**config.mk**
```make
export PLATFORM = sky130hd
export DESIGN_NAME = asc_dev_flat
export DESIGN_NICKNAME = d
export VERILOG_FILES = /design/src/hdl/asc_pkg.sv /design/src/hdl/asc_link_if.sv /design/src/hdl/asc_sync.sv /design/src/hdl/asc_dev.sv /design/src/flat_wrapper.sv
export VERILOG_INCLUDE_DIRS = /design/src /design/src/hdl
export SDC_FILE = /design/constraint.sdc
export NUM_CORES = 1
export LEC_CHECK = 0
export ABC_AREA = 1
export BUFFER_PORTS_ARGS = -buffer_cell sky130_fd_sc_hd__buf_2
export CORE_ASPECT_RATIO = 2
export CORE_MARGIN = 5
export CORE_UTILIZATION = 50
export DETAILED_ROUTE_END_ITERATION = 8
export PLACE_DENSITY_LB_ADDON = 0.05
export SLEW_MARGIN = 25
export SYNTH_ARGS = -nofsm -noshare
export SYNTH_HDL_FRONTEND = slang
export SYNTH_HIERARCHICAL = 1
export SYNTH_SLANG_ARGS = --single-unit
```
**constraint.sdc**
```tcl
create_clock -name clk_i -period 3.4 [get_ports clk_i]
set_clock_uncertainty 0.1 [all_clocks]
set_input_delay 0 -clock clk_i [delete_from_list [all_inputs] [get_ports clk_i]]
set_output_delay 0 -clock clk_i [all_outputs]
set_load 0.02 [all_outputs]
```
**src/hdl/asc_map.svh**
```systemverilog
// constants for the converter control ends: commands, fields, counts, host register map
`ifndef ASC_MAP_SVH
`define ASC_MAP_SVH

// ************************************************************
// serial commands (upper nibble of a frame)
// ************************************************************
`define CMD_IN_HI   4'h7
`define CMD_CFG     4'hA
`define CMD_TEST_LO 4'hB
`define CMD_TEST_HI 4'hD
`define CMD_RDFIFO  4'hE
`define CMD_BITS    5'h04
`define FRAME_BITS  5'h10

// ************************************************************
// configuration word fields
// ************************************************************
`define F_THR    0
`define F_ROLE   2
`define F_SWEEP  3
`define F_MODE   5
`define F_CLK    7
`define F_LONG   9
`define F_INTREF 10
`define CFG_RST  12'h000

`define MODE_SINGLE 2'h0
`define MODE_REPEAT 2'h1
`define CLK_OSC     2'h0
`define CLK_SCLK    2'h1
`define CLK_DIV4    2'h2
`define CLK_DIV2    2'h3

// ************************************************************
// timing and depth
// ************************************************************
`define SAMP_SHORT 5'h0C
`define SAMP_LONG  5'h18
`define CONV_CLKS  5'h0E
`define OSC_DIV    8'h19
`define FIFO_FULL  4'h8
`define THR_FULL   4'h8
`define THR_3Q     4'h6
`define THR_HALF   4'h4
`define THR_QTR    4'h2

// ************************************************************
// host controller registers and serial timing
// ************************************************************
`define REG_TX    4'h0
`define REG_RX    4'h4
`define REG_STAT  4'h8
`define REG_PIN   4'hC
`define SCLK_HALF 4'h5
`define GAP_CYC   4'hA
`define FRAME_LEN 6'h10

`endif

```
**src/hdl/asc_pkg.sv**
```systemverilog
// types shared by the converter control ends
package asc_pkg;
`include "asc_map.svh"

	typedef enum logic [3:0] {
		ST_IDLE   = 4'b0001,
		ST_SAMPLE = 4'b0010,
		ST_XSAMP  = 4'b0100,
		ST_CONV   = 4'b1000
	} asc_state_t;

	typedef enum logic [2:0] {
		H_IDLE  = 3'b001,
		H_SHIFT = 3'b010,
		H_GAP   = 3'b100
	} asc_hstate_t;

	typedef struct packed {
		asc_state_t       st;
		logic [11:0]      cfg;
		logic [15:0]      shin;
		logic [4:0]       bits;
		logic [3:0]       cmd_q;
		logic [4:0]       cnt;
		logic [7:0]       osc;
		logic [1:0]       div;
		logic [3:0]       chan;
		logic [2:0]       seq;
		logic             ext;
		logic             pend;
		logic             exit_cnt;
		logic [7:0][11:0] fifo;
		logic [2:0]       wr;
		logic [2:0]       rd;
		logic [3:0]       fill;
		logic [11:0]      obuf;
		logic [15:0]      sho;
		logic             rd_pop;
		logic             intr;
		logic             cs_q;
		logic             sclk_q;
		logic             cst_q;
		logic             sdo;
		logic             sdo_oe;
		logic             status;
	} asc_dev_t;

	typedef struct packed {
		asc_hstate_t st;
		logic [3:0]  hcnt;
		logic [5:0]  nbits;
		logic [5:0]  bitc;
		logic [15:0] tx;
		logic [15:0] rx;
		logic [15:0] rxw;
		logic        sclk;
		logic        cs_n;
		logic        sdi;
		logic        cst_n;
		logic        ack;
		logic [31:0] dat;
	} asc_host_t;

	typedef struct packed {
		logic [1:0] ff;
	} asc_sync_t;
endpackage

```
**src/hdl/asc_link_if.sv**
```systemverilog
// serial link between host controller and converter control
`timescale 1ns/1ps
interface asc_link_if;
	logic cs_n;
	logic sclk;
	logic sdi;
	logic sdo;
	logic sdo_oe;
	logic conversion_start_pin_n;
	logic status;
	logic sdo_line;

	// released data line reads high (pull-up)
	assign sdo_line = sdo_oe ? sdo : 1'b1;

	modport dev  (input cs_n, sclk, sdi, conversion_start_pin_n, output sdo, sdo_oe, status);
	modport host (output cs_n, sclk, sdi, conversion_start_pin_n, input sdo_line, status);
endinterface

```
**src/hdl/asc_sync.sv**
```systemverilog
// two-flop synchroniser for the asynchronous conversion start pin
`timescale 1ns/1ps
module asc_sync
	import asc_pkg::*;
(
	input  wire logic clk_i,
	input  wire logic rst_i,
	input  wire logic async_i,
	output logic      sync_o
);
	asc_sync_t s;
	asc_sync_t next_s;

	// first stage feeds only the second stage
	always_comb begin
		next_s.ff = {s.ff[0], async_i};
	end

	// pin idles high, so reset to high
	always_ff @(posedge clk_i) begin
		if (rst_i) begin
			s.ff <= 2'h3;
		end else begin
			s <= next_s;
		end
	end

	assign sync_o = s.ff[1];
endmodule

```
**src/hdl/asc_dev.sv**
```systemverilog
// converter end: command decode, sampling window timing, conversion timing, result buffer
`timescale 1ns/1ps
`include "asc_map.svh"
module asc_dev
	import asc_pkg::*;
#(
	parameter bit QUAD = 1'b0
)(
	input  wire logic  clk_i,
	input  wire logic  rst_i,
	asc_link_if.dev    lk,
	input  wire logic [11:0] result_i,
	output logic [3:0] mux_o,
	output logic       sample_o,
	output logic       convert_o,
	output logic       ext_mode_o
);
	// ************************************************************
	// decode helpers
	// ************************************************************

	// sweep order: input for a given step of the sequence
	function automatic logic [3:0] seq_chan(input logic [1:0] code, input logic [2:0] idx);
		logic [3:0] c;
		c = 4'h0;
		if (QUAD) begin
			case (code)
				2'h2:    c = {2'h0, idx[2:1]};
				2'h3:    c = {3'h0, idx[0]};
				default: c = {2'h0, idx[1:0]};
			endcase
		end else begin
			case (code)
				2'h0:    c = {1'b0, idx};
				2'h1:    c = {1'b0, idx[1:0], 1'b0};
				2'h2:    c = {1'b0, idx[2:1], 1'b0};
				default: c = {2'h0, idx[0], 1'b0};
			endcase
		end
		return c;
	endfunction

	// fill level at which a sweep raises its interrupt
	function automatic logic [3:0] thr_level(input logic [1:0] code);
		logic [3:0] t;
		t = `THR_FULL;
		case (code)
			2'h1:    t = `THR_3Q;
			2'h2:    t = `THR_HALF;
			2'h3:    t = `THR_QTR;
			default: t = `THR_FULL;
		endcase
		return t;
	endfunction

	// ************************************************************
	// state and edge detection
	// ************************************************************
	asc_dev_t   s;
	asc_dev_t   next_s;
	logic       cst;
	logic       cs_fall;
	logic       cs_rise;
	logic       sc_rise;
	logic       sc_fall;
	logic       cst_fall;
	logic       cst_rise;
	logic [1:0] mode;
	logic [3:0] cmd;
	logic       is_in;
	logic       is_conv;
	logic       cst_ok;
	logic       tick;
	logic [4:0] samp_len;
	logic [11:0] rd_word;

	// start pin is asynchronous to everything here
	asc_sync u_sync (
		.clk_i   (clk_i),
		.rst_i   (rst_i),
		.async_i (lk.conversion_start_pin_n),
		.sync_o  (cst)
	);

	// edges of the pins against their last sampled level
	assign cs_fall  = s.cs_q & ~lk.cs_n;
	assign cs_rise  = ~s.cs_q & lk.cs_n;
	assign sc_rise  = ~s.sclk_q & lk.sclk;
	assign sc_fall  = s.sclk_q & ~lk.sclk;
	assign cst_fall = s.cst_q & ~cst;
	assign cst_rise = ~s.cst_q & cst;

	// configuration decode
	assign mode     = s.cfg[`F_MODE +: 2];
	assign cmd      = {s.shin[2:0], lk.sdi};
	assign is_in    = cmd <= `CMD_IN_HI;
	assign is_conv  = is_in | ((cmd >= `CMD_TEST_LO) & (cmd <= `CMD_TEST_HI));
	assign cst_ok   = (mode == `MODE_SINGLE) | s.cfg[`F_INTREF];
	assign samp_len = s.cfg[`F_LONG] ? `SAMP_LONG : `SAMP_SHORT;
	assign rd_word  = (mode == `MODE_SINGLE) ? s.obuf : s.fifo[s.rd];

	// conversion clock enable from the selected source
	always_comb begin
		case (s.cfg[`F_CLK +: 2])
			`CLK_OSC:  tick = (s.osc == 8'h00);
			`CLK_SCLK: tick = sc_rise;
			`CLK_DIV4: tick = sc_rise & (s.div == 2'h3);
			default:   tick = sc_rise & s.div[0];
		endcase
	end

	// ************************************************************
	// next state
	// ************************************************************
	always_comb begin
		logic push;
		logic pop;
		logic [3:0] fill_new;
		push     = 1'b0;
		pop      = 1'b0;
		fill_new = 4'h0;
		next_s   = s;
		next_s.cs_q   = lk.cs_n;
		next_s.sclk_q = lk.sclk;
		next_s.cst_q  = cst;
		next_s.osc    = (s.osc == `OSC_DIV - 8'h01) ? 8'h00 : s.osc + 8'h01;

		// frame start: load result, clear interrupt, count exit edges
		if (cs_fall) begin
			next_s.bits   = 5'h00;
			next_s.sho    = {rd_word, 4'h0};
			next_s.sdo    = rd_word[11];
			next_s.sdo_oe = 1'b1;
			next_s.intr   = 1'b0;
			if (s.ext & cst) begin
				if (s.exit_cnt) begin
					next_s.ext      = 1'b0;
					next_s.exit_cnt = 1'b0;
				end else begin
					next_s.exit_cnt = 1'b1;
				end
			end
		end

		// shift in on rising serial clock, decode after four bits
		if (~lk.cs_n & sc_rise & (s.bits != `FRAME_BITS)) begin
			next_s.shin = {s.shin[14:0], lk.sdi};
			next_s.bits = s.bits + 5'h01;
			if (s.bits == `CMD_BITS - 5'h01) begin
				next_s.cmd_q = cmd;
				if (is_conv) begin
					next_s.rd_pop = 1'b1;
					next_s.chan   = cmd;
					if (mode[1] & is_in) begin
						next_s.chan = seq_chan(s.cfg[`F_SWEEP +: 2], s.seq);
						next_s.seq  = s.seq + 3'h1;
					end
					if (~s.ext & (s.st == ST_IDLE)) begin
						next_s.st  = ST_SAMPLE;
						next_s.cnt = 5'h00;
					end
				end else if (cmd == `CMD_RDFIFO) begin
					next_s.rd_pop = 1'b1;
				end
			end
		end

		// shift out on falling serial clock
		if (~lk.cs_n & sc_fall) begin
			next_s.sho = {s.sho[14:0], 1'b0};
			next_s.sdo = s.sho[14];
		end

		// frame end: take configuration, pop read result, start held window
		if (cs_rise) begin
			next_s.sdo_oe = 1'b0;
			next_s.rd_pop = 1'b0;
			if ((s.bits == `FRAME_BITS) & (s.cmd_q == `CMD_CFG)) begin
				next_s.cfg = s.shin[11:0];
			end
			if (s.rd_pop & (mode != `MODE_SINGLE) & (s.fill != 4'h0)) begin
				pop       = 1'b1;
				next_s.rd = s.rd + 3'h1;
			end
			if (s.pend & ~cst & (s.st == ST_IDLE)) begin
				next_s.st   = ST_XSAMP;
				next_s.pend = 1'b0;
			end
		end

		// start pin: falling opens or defers, rising converts
		if (cst_fall & cst_ok) begin
			next_s.ext      = 1'b1;
			next_s.exit_cnt = 1'b0;
			if (lk.cs_n & (s.st == ST_IDLE)) begin
				next_s.st = ST_XSAMP;
			end else begin
				next_s.pend = 1'b1;
			end
		end
		if (cst_rise) begin
			next_s.pend = 1'b0;
			if (s.st == ST_XSAMP) begin
				next_s.st  = ST_CONV;
				next_s.cnt = 5'h00;
				next_s.div = 2'h0;
			end
		end

		// sampling window and conversion timing
		case (s.st)
			ST_SAMPLE: begin
				if (sc_rise) begin
					if (s.cnt == samp_len - 5'h01) begin
						next_s.st  = ST_CONV;
						next_s.cnt = 5'h00;
						next_s.div = 2'h0;
					end else begin
						next_s.cnt = s.cnt + 5'h01;
					end
				end
			end
			ST_CONV: begin
				if (sc_rise) begin
					next_s.div = s.div + 2'h1;
				end
				if (tick) begin
					if (s.cnt == `CONV_CLKS - 5'h01) begin
						next_s.st = ST_IDLE;
						push      = 1'b1;
					end else begin
						next_s.cnt = s.cnt + 5'h01;
					end
				end
			end
			default: begin
			end
		endcase

		// store result: single shot bypasses the fifo
		if (push & (mode == `MODE_SINGLE)) begin
			next_s.obuf = result_i;
			next_s.intr = 1'b1;
			push        = 1'b0;
		end else if (push & (s.fill == `FIFO_FULL)) begin
			push = 1'b0;
		end
		if (push) begin
			next_s.fifo[s.wr] = result_i;
			next_s.wr         = s.wr + 3'h1;
		end
		fill_new    = s.fill + {3'h0, push} - {3'h0, pop};
		next_s.fill = fill_new;
		if (push & (~mode[1] | (fill_new >= thr_level(s.cfg[`F_THR +: 2])))) begin
			next_s.intr = 1'b1;
		end

		// shared status pin: end of conversion high, or interrupt low
		next_s.status = s.cfg[`F_ROLE] ? (next_s.st != ST_CONV) : ~next_s.intr;
	end

	// ************************************************************
	// registers
	// ************************************************************
	always_ff @(posedge clk_i) begin
		if (rst_i) begin
			s        <= '0;
			s.st     <= ST_IDLE;
			s.cfg    <= `CFG_RST;
			s.cs_q   <= 1'b1;
			s.cst_q  <= 1'b1;
			s.status <= 1'b1;
		end else begin
			s <= next_s;
		end
	end

	// outputs and user side, all from state
	assign lk.sdo     = s.sdo;
	assign lk.sdo_oe  = s.sdo_oe;
	assign lk.status  = s.status;
	assign mux_o      = s.chan;
	assign sample_o   = (s.st == ST_SAMPLE) | (s.st == ST_XSAMP);
	assign convert_o  = (s.st == ST_CONV);
	assign ext_mode_o = s.ext;
endmodule

```
**src/flat_wrapper.sv**
```systemverilog
// flat-port wrapper written by rule: the top's interface ports become plain ports
module asc_dev_flat import asc_pkg::*;
#(
	parameter bit QUAD = 1'b0
)
  (clk_i, rst_i, result_i, mux_o, sample_o, convert_o, ext_mode_o, lk_cs_n, lk_sclk, lk_sdi, lk_conversion_start_pin_n, lk_sdo, lk_sdo_oe, lk_status);
  asc_link_if lk_i ();
  input  wire logic clk_i;
  input  wire logic rst_i;
  input  wire logic [11:0] result_i;
  output logic [3:0] mux_o;
  output logic sample_o;
  output logic convert_o;
  output logic ext_mode_o;
  input wire logic [$bits(lk_i.cs_n)-1:0] lk_cs_n;
  input wire logic [$bits(lk_i.sclk)-1:0] lk_sclk;
  input wire logic [$bits(lk_i.sdi)-1:0] lk_sdi;
  input wire logic [$bits(lk_i.conversion_start_pin_n)-1:0] lk_conversion_start_pin_n;
  output wire logic [$bits(lk_i.sdo)-1:0] lk_sdo;
  output wire logic [$bits(lk_i.sdo_oe)-1:0] lk_sdo_oe;
  output wire logic [$bits(lk_i.status)-1:0] lk_status;
  assign lk_i.cs_n = lk_cs_n;
  assign lk_i.sclk = lk_sclk;
  assign lk_i.sdi = lk_sdi;
  assign lk_i.conversion_start_pin_n = lk_conversion_start_pin_n;
  assign lk_sdo = lk_i.sdo;
  assign lk_sdo_oe = lk_i.sdo_oe;
  assign lk_status = lk_i.status;
  asc_dev #(.QUAD(QUAD)) u_core (.clk_i(clk_i), .rst_i(rst_i), .lk(lk_i), .result_i(result_i), .mux_o(mux_o), .sample_o(sample_o), .convert_o(convert_o), .ext_mode_o(ext_mode_o));
endmodule
```
==> After elaboration in Yosys (flattened, before gate mapping) <==
Cells that the tools add are included.
{ "totals": {"ff_bits": 204, "output_inout_bits": 10, "input_bits": 18} }
{ "op_classes": {"mux": 72, "n_addsub": 10, "bitwise": 38, "order_cmp": 7, "eq_ne": 22, "n_reduce_logical": 25} }
{ "ops": {"columns": ["operator", "count"], "rows": [
  ["96-bit bitwise mux", 1],
  ["4-bit two-way mux", 13],
  ["5-bit two-way mux", 10],
  ["12-bit two-way mux", 4],
  ["12-bit binary-select mux with 3-bit select", 1],
  ["12-bit demux with 3-bit select", 1],
  ["15-bit two-way mux", 2],
  ["1-bit bitwise AND", 25],
  ["1-bit two-way mux", 23],
  ["4-bit equality test, second input constant", 4],
  ["16-bit two-way mux", 1],
  ["14-bit two-way mux", 1],
  ["2-bit nonzero test", 7],
  ["2-bit two-way mux", 6],
  ["4-bit one-hot mux with 3 select lines", 1],
  ["5-bit by 1-bit adder with 5-bit output, second input constant", 2],
  ["2-bit equality test, second input constant", 5],
  ["5-bit one-hot mux with 2 select lines", 1],
  ["3-bit by 1-bit adder with 3-bit output, second input constant", 3],
  ["9-bit two-way mux", 1],
  ["1-bit inverter", 9],
  ["3-bit one-hot mux with 3 select lines", 1],
  ["3-bit AND reduction", 3],
  ["8-bit by 1-bit adder with 8-bit output, second input constant", 1],
  ["other kinds (34)", 48]
]} }

==> Longest topological paths before layout <==
Gate-level depths: netlist (run 1).
{ "depth": {"depth_word": 17, "ltp_mapped": 23, "depth_no_buf": 22} }

==> Hierarchy <==
The synthesis (run 1) kept the hierarchy.
{ "modules_own_cells": {"columns": ["module", "area_per_inst_um2", "seq_area_each_um2", "cells_per_inst", "instances"], "rows": [
  ["asc_dev", 9183.8, 3943.8, 1280, 1],
  ["asc_sync", 58.8, 40.0, 7, 1]
]} }

==> Worst setup path after synthesis (run 1) <==
Ideal clock, no wire load.
{ "synth_path": {"kind": "register -> register", "startpoint": "reg u_core/s[38] (netlist bit)", "endpoint": "reg, netlist name u_core/lk.status", "setup_slack_ns": 0.185, "arrival_ns": 3.057, "stages_incl_launch_ff": 20, "path_buffers": 0, "required_ns": 3.242, "setup_ns": 0.058, "period_less_slack_ns": 3.215, "path_cell_list": "dfxtp_1 > inv_1 > ha_1 > nor3b_1 > nor4_1 > ha_1 > inv_1 > ha_1 > inv_1 > fa_1 > or2_2 > nand2_1 > ha_1 > nand3_1 > nand4_1 > nand4_1 > nand4_1 > nand2_1 > inv_1 > nand2_1"} }
{ "synth_lines": {"columns": ["element", "line", "text"], "rows": [
  ["from (decl)", "asc_dev.sv:59", "asc_dev_t s;"],
  ["from (signal assigned)", "asc_dev.sv:274", "s <= next_s;"]
]} }

==> results list, run 1 <==
* R2r setup slk: 0.18 ns
* Layout net count: 1329
- The worst register-to-register path ends at u_core/lk.status.
- Synth top area cells: dfxtp_1 (43%), nor2_1 (13%), o21ai_0 (9.5%)
- In this run the core area contains 70 standard-cell rows.
- Antenna violations before repair: 0
- Worst relative slew slack: 37.5%
- Most used flip-flop cell after synthesis: dfxtp_1
* Endpoints failing hold: 0
- Count of different cell masters after synthesis: 40
- PwrDens: 451 nW/µm²
- Destination of the critical timing path: u_core/lk.status
- Total number of H-tree levels: 4
* Initial cell density of the core: 50.7%
* Sum of overflow across all layers after global routing: 0
* Max-cap violations: 0
- RR Startpoint: u_core/s[163]
* Global-route total usage across every layer: 23.9%
- Post-layout utilization of the core: 55.8%
- Per report_power, the sequential group accounts for 51.6% of the total.
- For this block, the routed nets add up to 25100 µm of wire.
* Die Width: 106 µm
- The synthesized design contains 0 enable-type register cells.
- From bottom edge to top edge, the die measures 202 µm.
* Number of buffers added by the clock tree synthesis step: 17
- The share of synthesized area in the top cell type comes to 43.1%.
- The number of antenna diodes in the final layout is 0.
- The first routing iteration left 378 violations.
- TritonCTS Sinks: 199
* Post-placement cell count: 1468
- Of the total power, the share spent switching nets is 23.1%.
* Post-Layout Cell Count: 1517
- Detailed Place HPWL: 17700 µm
- Across the VDD grid, the largest voltage drop is 0.320 mV.
- Largest net degree at the start of global routing: 70
- Ratio of cells with drive above 1 in the final layout: 9.53%
- In this run the power spent charging and discharging nets is 1.06 mW.
- Leaving out fill and tap cells, the most frequent cells in the layout are nor2_1 (319), dfxtp_1 (198), o21ai_0 (175).
* Part of the Yosys area used for sequential elements: 43.1%
- After clock tree synthesis, the clock-pin slew on the worst setup and hold paths is 0.07 ns.
- For this run, the number of Yosys warnings is 6.
* Vias in the first global route: 8113
* Clock latency of the later-clocked register in the worst-skew pair: 0.44 ns
- Type of the tightest min-delay check: in -> reg
* Growth of design area from synthesis to finish: 9.92%
- STA classifies the critical path startpoint as a flip-flop.
* Internal power: 3.52 mW
- Minimum period implied by the final worst setup slack: 3.22 ns
* Cell Area, Synth: 9240 µm²
- Setup crit end kind: flip-flop
* Master cell of the clock root buffer: clkbuf_16
- Status: finished clean
- Count of buffers from port buffering: 27
- In the synthesized netlist the async set-or-reset flop fraction comes to 0%.
- Maximum operating frequency: 0.310 GHz
- Wire length of the first global-routing pass: 40800 µm
- The critical path is of the reg -> reg type.
- For the pin with the worst max-slew slack, the measured transition is 0.938 ns.
- The library cell used most frequently in the layout, excluding fill and tap cells, is nor2_1.
- TritonCTS built the clock tree.
- Synthesis produced a netlist with a net count of 1328.
- Number of cells produced by synthesis: 1287
- For the worst flop-to-flop path, the logic depth is 20.
- Setup violations remaining at the end of the flow were counted as 0.
- First-pass iteration count of the detailed router: 4
- Averaged over all synthesized cells, the footprint is 7.18 µm².
- The die covers 21500 µm².
- DRC violation count after routing: 0
- The core region is 18200 µm².
- Per-cell via count in the routed design: 5.44
* Largest area contributor in the synthesized netlist: dfxtp_1
* Top Ports: 28
- In this run, synthesis produced a sequential element count of 199.
- Post-route clock period utilization: 94.7%
- Share of power burned in the clock network: 44.2%
* Gpl congestion: 0.849
- Data arrival time at the worst-slack endpoint: 3.50 ns
- Setup crit start: u_core/s[163]
- The count of final max-slew check failures was 0.
- Leakage dissipation: 4.31 nW
* Antenna-violating nets left: 0
- Filler cell count in the final layout: 1808
* Largest fanout on the critical path: 4
- Total via count after detailed routing: 8248
- Combinational power share: 4.2%
- The clock passes through at most 2 buffers.
- Wire length per cell: 16.5 µm
- For the worst setup path, the data required time is 3.68 ns.
## metrics by stage
step | total power, mW | worst slack [ns] | setup TNS [ns] | cell area, µm² | hold WS [ns]
after CTS | 4.63 | 0.0874 | 0 | 10100 | 0.0264
final | 4.58 | 0.179 | 0 | 10200 | 0.0211
after global routing | 4.74 | -0.00230 | -0.00230 | 10200 | 0.0383
after global placement | 2.59 | 0.201 | 0 | 9380 | 0.0692
after detailed placement | 2.59 | 0.120 | 0 | 9380 | 0.0759
after floorplan | 2.53 | 0.185 | 0 | 9240 | -0.0152
## how the worst min path moves through the flow
stage | slack (ns) | cells past startpoint | startpoint | end
6_report | 0.02 | 3 | rst_i | u_core/s[18]
5_1_grt | 0.04 | 3 | rst_i | u_core/s[4]
2_1_floorplan | -0.02 | 2 | lk_conversion_start_pin_n | u_core/u_sync/s[0]
3_3_place_gp | 0.07 | 3 | lk_conversion_start_pin_n | u_core/u_sync/s[0]
3_5_place_dp | 0.08 | 3 | lk_conversion_start_pin_n | u_core/u_sync/s[0]
4_1_cts | 0.03 | 3 | rst_i | u_core/s[206]
## sequential cells by signal, indices dropped and copies added, names as in the netlist
| signal | cells |
|---|---|
| u_core/ext_mode_o | 1 |
| u_core/lk.sdo_oe | 1 |
| u_core/mux_o | 4 |
| u_core/s | 184 |
| u_core/lk.sdo | 1 |
| u_core/cmd | 3 |
| u_core/lk.status | 1 |
| u_core/u_sync/s | 2 |
| u_core/mode | 2 |
## repair_timing
| item | in CTS | in global routing |
|---|---|---|
| buffers inserted | 0 | 1 |
| hold endpoints to repair | 117 | 0 |
| resized for setup | 0 | 7 |
| endpoints found under the setup margin | 0 | 2 |
| hold buffers | 16 | 0 |
## critical path: stages, from the launching register on
cell and delay [ns]:
dfxtp_1 0.34, inv_1 0.07, ha_1 0.20, nand4_4 0.15, nor2_8 0.15, nand3_2 0.10, ha_1 0.27, inv_1 0.06
ha_2 0.17, inv_1 0.05, fa_2 0.33, or2_2 0.31, nand2_1 0.07, ha_1 0.24, nand3_1 0.09, nand4_1 0.10
nand4_1 0.12, nand4_1 0.09, nand2_1 0.07, inv_1 0.05, nand2_1 0.05
## cell usage after synthesis, types with 7 or more instances
cell type / number
nor2_1: 319
dfxtp_1: 199
o21ai_0: 175
inv_1: 114
nand2_1: 111
a21oi_1: 78
clkbuf_1: 42
nand3_1: 40
o22ai_1: 36
o21ai_1: 29
ha_1: 22
buf_1: 15
buf_6: 13
nand4_1: 13
nor2_4: 12
nor3_1: 9
buf_4: 8
nor2_2: 8
inv_2: 7
## per-layer routing
| layer | track usage, % | wire, µm | part of all wire (%) |
|---|---|---|---|
| met1 | 24.2 | 9250 | 37 |
| met2 | 46.9 | 14200 | 57 |
| met3 | 3.04 | 702 | 2.8 |
| met4 | 11.3 | 925 | 3.7 |
| met5 | 0 | 0 | 0 |
## power by group through the flow
stage                     combinational [mW]  sequential (mW)  clock [mW]
after floorplan                        0.118             2.41           0
after global placement                 0.181             2.41           0
after detailed placement               0.181             2.41           0
after CTS                              0.195             2.36        2.07
after global routing                   0.216             2.36        2.17
final                                  0.194             2.36        2.02
## cell families (layout without fill, tap and decap cells)
group                      Yosys count  in the layout  share of synthesized area, %
AOI/OAI and AO/OA                  329            329                          18.7
xor gates and xnor gates             5              5                         0.474
adders and majority gates           23             23                          3.19
and+or+nand+nor                    527            527                          24.8
buffers and inverters              204            218                          9.72
DFF                                199            199                          43.1
## final cells by class
type | instances | area [µm²] | share of cell area (%)
Clock buffer | 19 | 443 | 4.36
Timing Repair Buffer | 64 | 478 | 4.70
Multi-Input combinational cell | 884 | 4380 | 43.1
Inverter | 122 | 459 | 4.52
Clock inverter | 13 | 143 | 1.40
Tap cell | 216 | 270 | 2.66
Sequential cell | 199 | 3990 | 39.2
Note: power is estimated with default switching activity, not from simulation.
==> run 2, diff against run 1 <==
CELL_PAD_IN_SITES_DETAIL_PLACEMENT = 1   (was default)
CELL_PAD_IN_SITES_GLOBAL_PLACEMENT = 1   (was default)
CORE_UTILIZATION = 41   (was 50)
==> run 2 against run 1 <==
  * Critical path depth is 1 lower
  * Sequential power hardly changed
  * Die area is 20% higher
  * Clock power is 14% higher
  * Worst setup slack worse by 0.034 ns
  * Non-clock buffer count stayed put
  * Register-to-register slack worse by 0.03 ns
  * Final cell count is 4.0% higher
  * Utilization is 9.2 points lower
  * Fmax is 1.1% lower
  * Clock-buffer cell count stayed put
  * Critical path type unchanged
  * Largest power group unchanged
==> results list, run 2 (synthesis gave the netlist of run 1 again) <==
- Status: finished clean
- The first detailed-routing pass ran for 4 iterations.
- The count of final max-slew check failures is 0.
- Minimum setup slack after placement: 0.0953 ns
* Growth of design area from synthesis to finish: 11.8%
- Diode count: 0
- At the worst endpoint, the arrival time is 3.54 ns.
- The congestion estimate from routability-driven global placement came to 0.796.
- Detailed Place HPWL: 20300 µm
- The number of antenna violations at the first check in global routing was 0.
- In the final layout, the share of cells above drive strength 1 is 10.1%.
- Sum of overflow across all layers after global routing: 0
* Cell count of the worst reg-to-reg path: 19
- Among cell families on the critical path, the largest total delay comes from simple AND/OR/NAND/NOR gates.
- After detailed placement, the design holds a cell count of 1527.
- The final-report hold violation count was 0.
* PwrDens: 472 nW/µm²
- The root buffer cell chosen for the clock tree is clkbuf_16.
- Setup crit end kind: flip-flop
- The most critical setup path has its startpoint at u_core/s[38].
* Area inside the core boundary: 22200 µm²
* Commonest non-fill, non-tap cells in the layout: nor2_1 (318), dfxtp_1 (195), o21ai_0 (175)
- The detailed router placed 8537 vias in this run.
- The clock drives 199 sinks.
* Per-cell via count in the routed design: 5.41
* R2r setup slk: 0.14 ns
- TritonCTS clock tree: built
* Post-route setup slack: 0.145 ns
* Number of placement rows: 77
* Vertical die dimension: 222 µm
* Wire length of the first global-routing pass: 45700 µm
* Vias in the first global route: 8763
* Sequence of cells on the critical path: inv_2 -> ha_1 -> nor3b_1 -> nor4_1 -> ha_1 -> inv_1 -> ha_2 -> inv_1 -> fa_2 -> or2_4 -> nand2_4 -> ha_4 -> nand4_1 -> nand4_1 -> nand4_1 -> nand4_1 -> nand2_1 -> inv_1 -> nand2_1
* Post-route clock period utilization: 95.7%
* Sequential cell area: 3990 µm²
- Max-cap violations: 0
- Dividing the detail-routed wire length by the instance count gives 18.3 µm.
- Worst vdd rail ir drop: 0.277 mV
- Leakage dissipation: 4.34 nW
- The register with the most flip-flops in the layout has 184 of them.
* Clock latency of the later-clocked register in the worst-skew pair: 0.45 ns
- Largest fanout on the critical path: 3
- In this run the critical register-to-register path is captured at u_core/lk.status.
* Minimum period implied by the final worst setup slack: 3.26 ns
- Top Ports: 28
- Die Width: 116 µm
- Depth of the critical timing path with buffers and inverters included: 19
- Total number of H-tree levels: 4
* Worst-Margin Slew: 0.915 ns
- Total area of multi-input combinational cells: 4400 µm²
- Post-Layout Cell Count: 1577
- Die area: 25800 µm²
* Most common cell after layout, fill and taps aside: nor2_1
* Number of buffer and inverter stages on the critical path: 4
* Number of buffers added by the clock tree synthesis step: 17
- Counting along the longest clock path gives a buffer depth of 2.
- Maximum operating frequency: 0.307 GHz
* Count of buffers from port buffering: 27
* Required time at the endpoint of the critical path: 3.68 ns
- Entering global routing, the biggest net connects 67 pins.
- Type of the tightest min-delay check: in -> reg
- Total setup violations reported at the end of the flow: 0
* Antenna-violating nets left: 0
- CP peak stage delay: 0.38 ns
* Register containing the most flip-flops in the final layout: u_core/s
- The most numerous cell type found on the critical path is nand4_1.
- Destination of the critical timing path: u_core/lk.status
- The routed design has 28900 µm of wire.
* Iter 0 DRT Violations: 337
- After clock tree synthesis, the clock-pin slew on the worst setup and hold paths is 0.07 ns.
* DRC violation count after routing: 0
- The slowest stage of the critical path belongs to the cell nor4_1.
- Across every metal layer, demand over resource in global routing totals 22.8%.
- Worst relative slew slack: 38.9%
* Kind of launch point of the worst setup path: flip-flop
* Critical setup path kind: reg -> reg
- The worst register-to-register path begins at u_core/s[38].
- The layout has 2860 filler cells.
- For this configuration, the core starts out at a cell density of 41.7%.
- Layout net count: 1329
run 2: cell types whose count changed in the layout (fill, tap and decap cells not counted), moves of 2 or more:
cell       previous run  this run
dfxtp_1             198       195
inv_6                 5         1
nand2_1             110       108
dfxtp_2               1         4
bufinv_16             2         6
run 2: tightest hold or removal path, cell delays in order:
cell and delay, ns:
buf_2 0.11, buf_4 0.27, nor2_1 0.14
run 2: routing by layer:
layer	GRT usage, %	wire [µm]
met1	22.8	10800
met2	44.9	16600
met3	4.00	578
met4	8.54	876
met5	0	0
run 2: per-stage QoR:
| stage | area, µm² | utilization (%) | total power, mW | setup TNS, ns | hold slack, ns |
|---|---|---|---|---|---|
| floorplan | 9240 | - | 2.53 | 0 | -0.0152 |
| global placement | 9440 | 42.6 | 2.60 | 0 | 0.0699 |
| detailed placement | 9440 | 42.6 | 2.60 | 0 | 0.0824 |
| CTS | 10300 | 46.3 | 4.94 | 0 | 0.00777 |
| global route | 10300 | 46.6 | 5.05 | -0.0291 | 0.0401 |
| finish | 10300 | 46.6 | 4.87 | 0 | 0.0316 |
run 2: area by class of cell:
class                      count  share of cell area [%]
clock buffer                  19                    4.29
clock inverter                13                    2.17
inverter                     122                    4.45
multi-input combinational    884                    42.6
sequential                   199                    38.6
tap                          276                    3.34
timing repair buffer          64                    4.51
run 2: worst min-delay path by stage:
| stage | startpoint | end | slack, ns | depth (start not counted) |
|---|---|---|---|---|
| after floorplan | lk_conversion_start_pin_n | u_core/u_sync/s[0] | -0.02 | 2 |
| after CTS | rst_i | u_core/s[16] | 0.008 | 3 |
| final | rst_i | u_core/s[20] | 0.03 | 3 |
| after global routing | rst_i | u_core/s[162] | 0.04 | 3 |
| after global placement | lk_conversion_start_pin_n | u_core/u_sync/s[0] | 0.07 | 3 |
| after detailed placement | lk_conversion_start_pin_n | u_core/u_sync/s[0] | 0.08 | 3 |
run 2: where the power goes:
part,switching (mW),leakage [nW],internal [mW]
clock,0.915,0.323,1.40
sequential,0.0150,1.61,2.35
combinational,0.141,2.41,0.0574
total,1.07,4.34,3.80
run 2: repair_timing:
item                                    CTS  global route
endpoints found under the hold margin   119             0
endpoints found under the setup margin    0             2
hold buffers                             16             0
gates resized for setup                   0            16
setup buffers                             0             2
==> run 3, diff against run 2 <==
CTS_CLUSTER_DIAMETER = 150   (was default)
PLACE_DENSITY = 0.77   (was default)
PLACE_DENSITY_LB_ADDON = default   (was 0.05)
==> run 3 against run 2 <==
  * Sequential power hardly changed
  * Non-clock buffer count down 1
  * Clock power is 2% lower
  * Design area fell by 0.16%
  * Global-route usage is 0.23 points lower
  * Worst setup slack got worse by 0.0073 ns
  * First-iteration DRC count up 19%
  * Hold slack improved by 0.0093 ns
==> results list, run 3 (synthesis gave the netlist of run 1 again) <==
* Most common cell after layout, fill and taps aside: nor2_1
- Critical setup path kind: reg -> reg
- The clock reaches the later pin of the worst-skew pair after 0.45 ns.
- Leakage dissipation: 4.34 nW
- The register with the most flip-flops in the layout has 184 of them.
* Minimum setup slack after placement: 0.0504 ns
* Diode count: 0
- Beginning of the worst hold path: rst_i
* Setup crit end kind: flip-flop
- Largest net degree at the start of global routing: 74
- Ratio of cells with drive above 1 in the final layout: 9.92%
- Vertical die dimension: 222 µm
- Antenna violations before repair: 0
- After global routing the overflow that remains totals 0.
- In the routed layout, each cell is associated on average with a via count of 5.42.
- For the pin with the worst max-slew slack, the measured transition is 0.929 ns.
* Clk buf depth: 2
- The die covers 25800 µm².
- Iter 0 DRT Violations: 400
* Antenna-violating nets left: 0
* Commonest non-fill, non-tap cells in the layout: nor2_1 (318), dfxtp_1 (196), o21ai_0 (175)
- Headroom to the max-slew limit came out at 38.0%.
* Endpoints failing hold: 0
- After filler insertion, the fill cell instance count of the layout stands at 2843.
* Register containing the most flip-flops in the final layout: u_core/s
- Total number of H-tree levels: 4
- Layout net count: 1328
* Vias in the first global route: 9165
- PwrDens: 467 nW/µm²
- STA classifies the critical path startpoint as a flip-flop.
- Input and output buffers added on the ports amount to 27.
- In the final layout, the multi-input gates occupy 4410 µm².
- During I/O placement, the number of pins put on the boundary was 28.
- The routed layout has 8544 vias.
- Clock tree synthesis found a total of 199 sinks.
- The path with the worst hold slack has its endpoint at u_core/s[19].
- Number of placement rows: 77
- Sequential cell area: 3990 µm²
* Max-cap violations: 0
* Number of buffers added by the clock tree synthesis step: 17
- After floorplanning, the core was sized to cover 22200 µm².
- Required time at the endpoint of the critical path: 3.70 ns
- Once layout is complete, the cells apart from fillers number 1576.
* Worst vdd rail ir drop: 0.435 mV
* Maximum operating frequency: 0.307 GHz
- Global routing consumed, over all layers together, 22.6% of the routing resources.
- R2r setup slk: 0.14 ns
- Clock transition at the registers of the reported paths: 0.07 ns
- Gpl congestion: 0.873
- Along the worst hold path, the cell count comes to 3.
- Setup violations remaining at the end of the flow were counted as 0.
* DRC violation count after routing: 0
* Growth of design area from synthesis to finish: 11.6%
* Largest fanout on the critical path: 3
- The cell sitting at the root of the clock tree is a clkbuf_16.
- Detailed placement finished with a half-perimeter wire length of 19700 µm.
* Wire length per cell: 18.1 µm
- Post-placement cell count: 1526
- The endpoint identified for the worst register-to-register timing path is u_core/lk.status.
- Summed over all layers, the routed wires come to 28500 µm.
- The count of final max-slew check failures came to 0.
- TritonCTS clock tree: built
- Once the floorplan was initialized, standard cells occupied 41.7% of the core.
- First-pass iteration count of the detailed router: 4
* Data arrival time at the worst-slack endpoint: 3.57 ns
- The startpoint identified for the worst register-to-register timing path is u_core/s[38].
* Wire length of the first global-routing pass: 45800 µm
- Die Width: 116 µm
- The flow ran to the end, and the final reports show no timing, DRC or antenna violations.
- Type of the tightest min-delay check: in -> reg
* Post-route setup slack: 0.138 ns
- The worst path needs 3.26 ns of the cycle, external delays included.
- The worst path uses 96.0% of the clock period.
* Cell count of the worst reg-to-reg path: 18
## run 3: worst max-delay path by stage
stage / startpoint / end / slack [ns] / depth (start not counted)
2_1_floorplan: u_core/s[38] / u_core/lk.status / 0.19 / 19
3_3_place_gp: u_core/s[163] / u_core/lk.status / 0.16 / 20
3_5_place_dp: u_core/s[163] / u_core/lk.status / 0.05 / 20
4_1_cts: u_core/s[38] / u_core/lk.status / 0.02 / 19
5_1_grt: u_core/s[39] / u_core/lk.status / -0.11 / 18
6_report: u_core/s[38] / u_core/lk.status / 0.14 / 18
## run 3: per-layer routing
layer / track usage, % / routed length (µm)
met1: 22.2 / 10700
met2: 43.2 / 15800
met3: 4.66 / 778
met4: 10.9 / 1290
met5: 0 / 0
## run 3: critical path: stages, from the launching register on
cell,delay [ns]
dfxtp_2,0.33
inv_2,0.04
ha_1,0.19
nor3b_1,0.15
nor4_2,0.34
ha_1,0.26
inv_1,0.06
ha_1,0.19
a21oi_1,0.23
nand2_1,0.11
xnor2_1,0.24
ha_1,0.31
a21oi_1,0.16
nand4_1,0.12
nand4_1,0.13
nand4_1,0.09
nand2_1,0.07
inv_1,0.05
nand2_1,0.05
## run 3: stage by stage
stage | power (mW) | cell area (µm²) | utilization [%] | hold slack, ns | TNS, ns
global placement | 2.59 | 9430 | 42.6 | 0.0734 | 0
floorplan | 2.53 | 9240 | - | -0.0152 | 0
finish | 4.82 | 10300 | 46.5 | 0.0409 | 0
CTS | 4.88 | 10200 | 46.2 | 0.00457 | 0
global route | 4.97 | 10300 | 46.5 | 0.0252 | -0.149
detailed placement | 2.60 | 9430 | 42.6 | 0.0848 | 0
## run 3: where the power goes
| part | switching (mW) | internal [mW] |
|---|---|---|
| sequential | 0.0138 | 2.35 |
| clock | 0.919 | 1.34 |
| combinational | 0.139 | 0.0567 |
## run 3: cell type report
| type | instances | area share [%] |
|---|---|---|
| tap | 276 | 3.35 |
| sequential | 199 | 38.7 |
| clock inverter | 12 | 1.93 |
| multi-input combinational | 884 | 42.7 |
| timing repair buffer | 63 | 4.44 |
| clock buffer | 20 | 4.43 |
| inverter | 122 | 4.45 |
## run 3: repair_timing
action,4_1_cts,5_1_grt
endpoints found under the setup margin,0,2
hold buffers,16,0
endpoints found under the hold margin,118,0
setup buffers,0,2
gates resized for setup,0,15
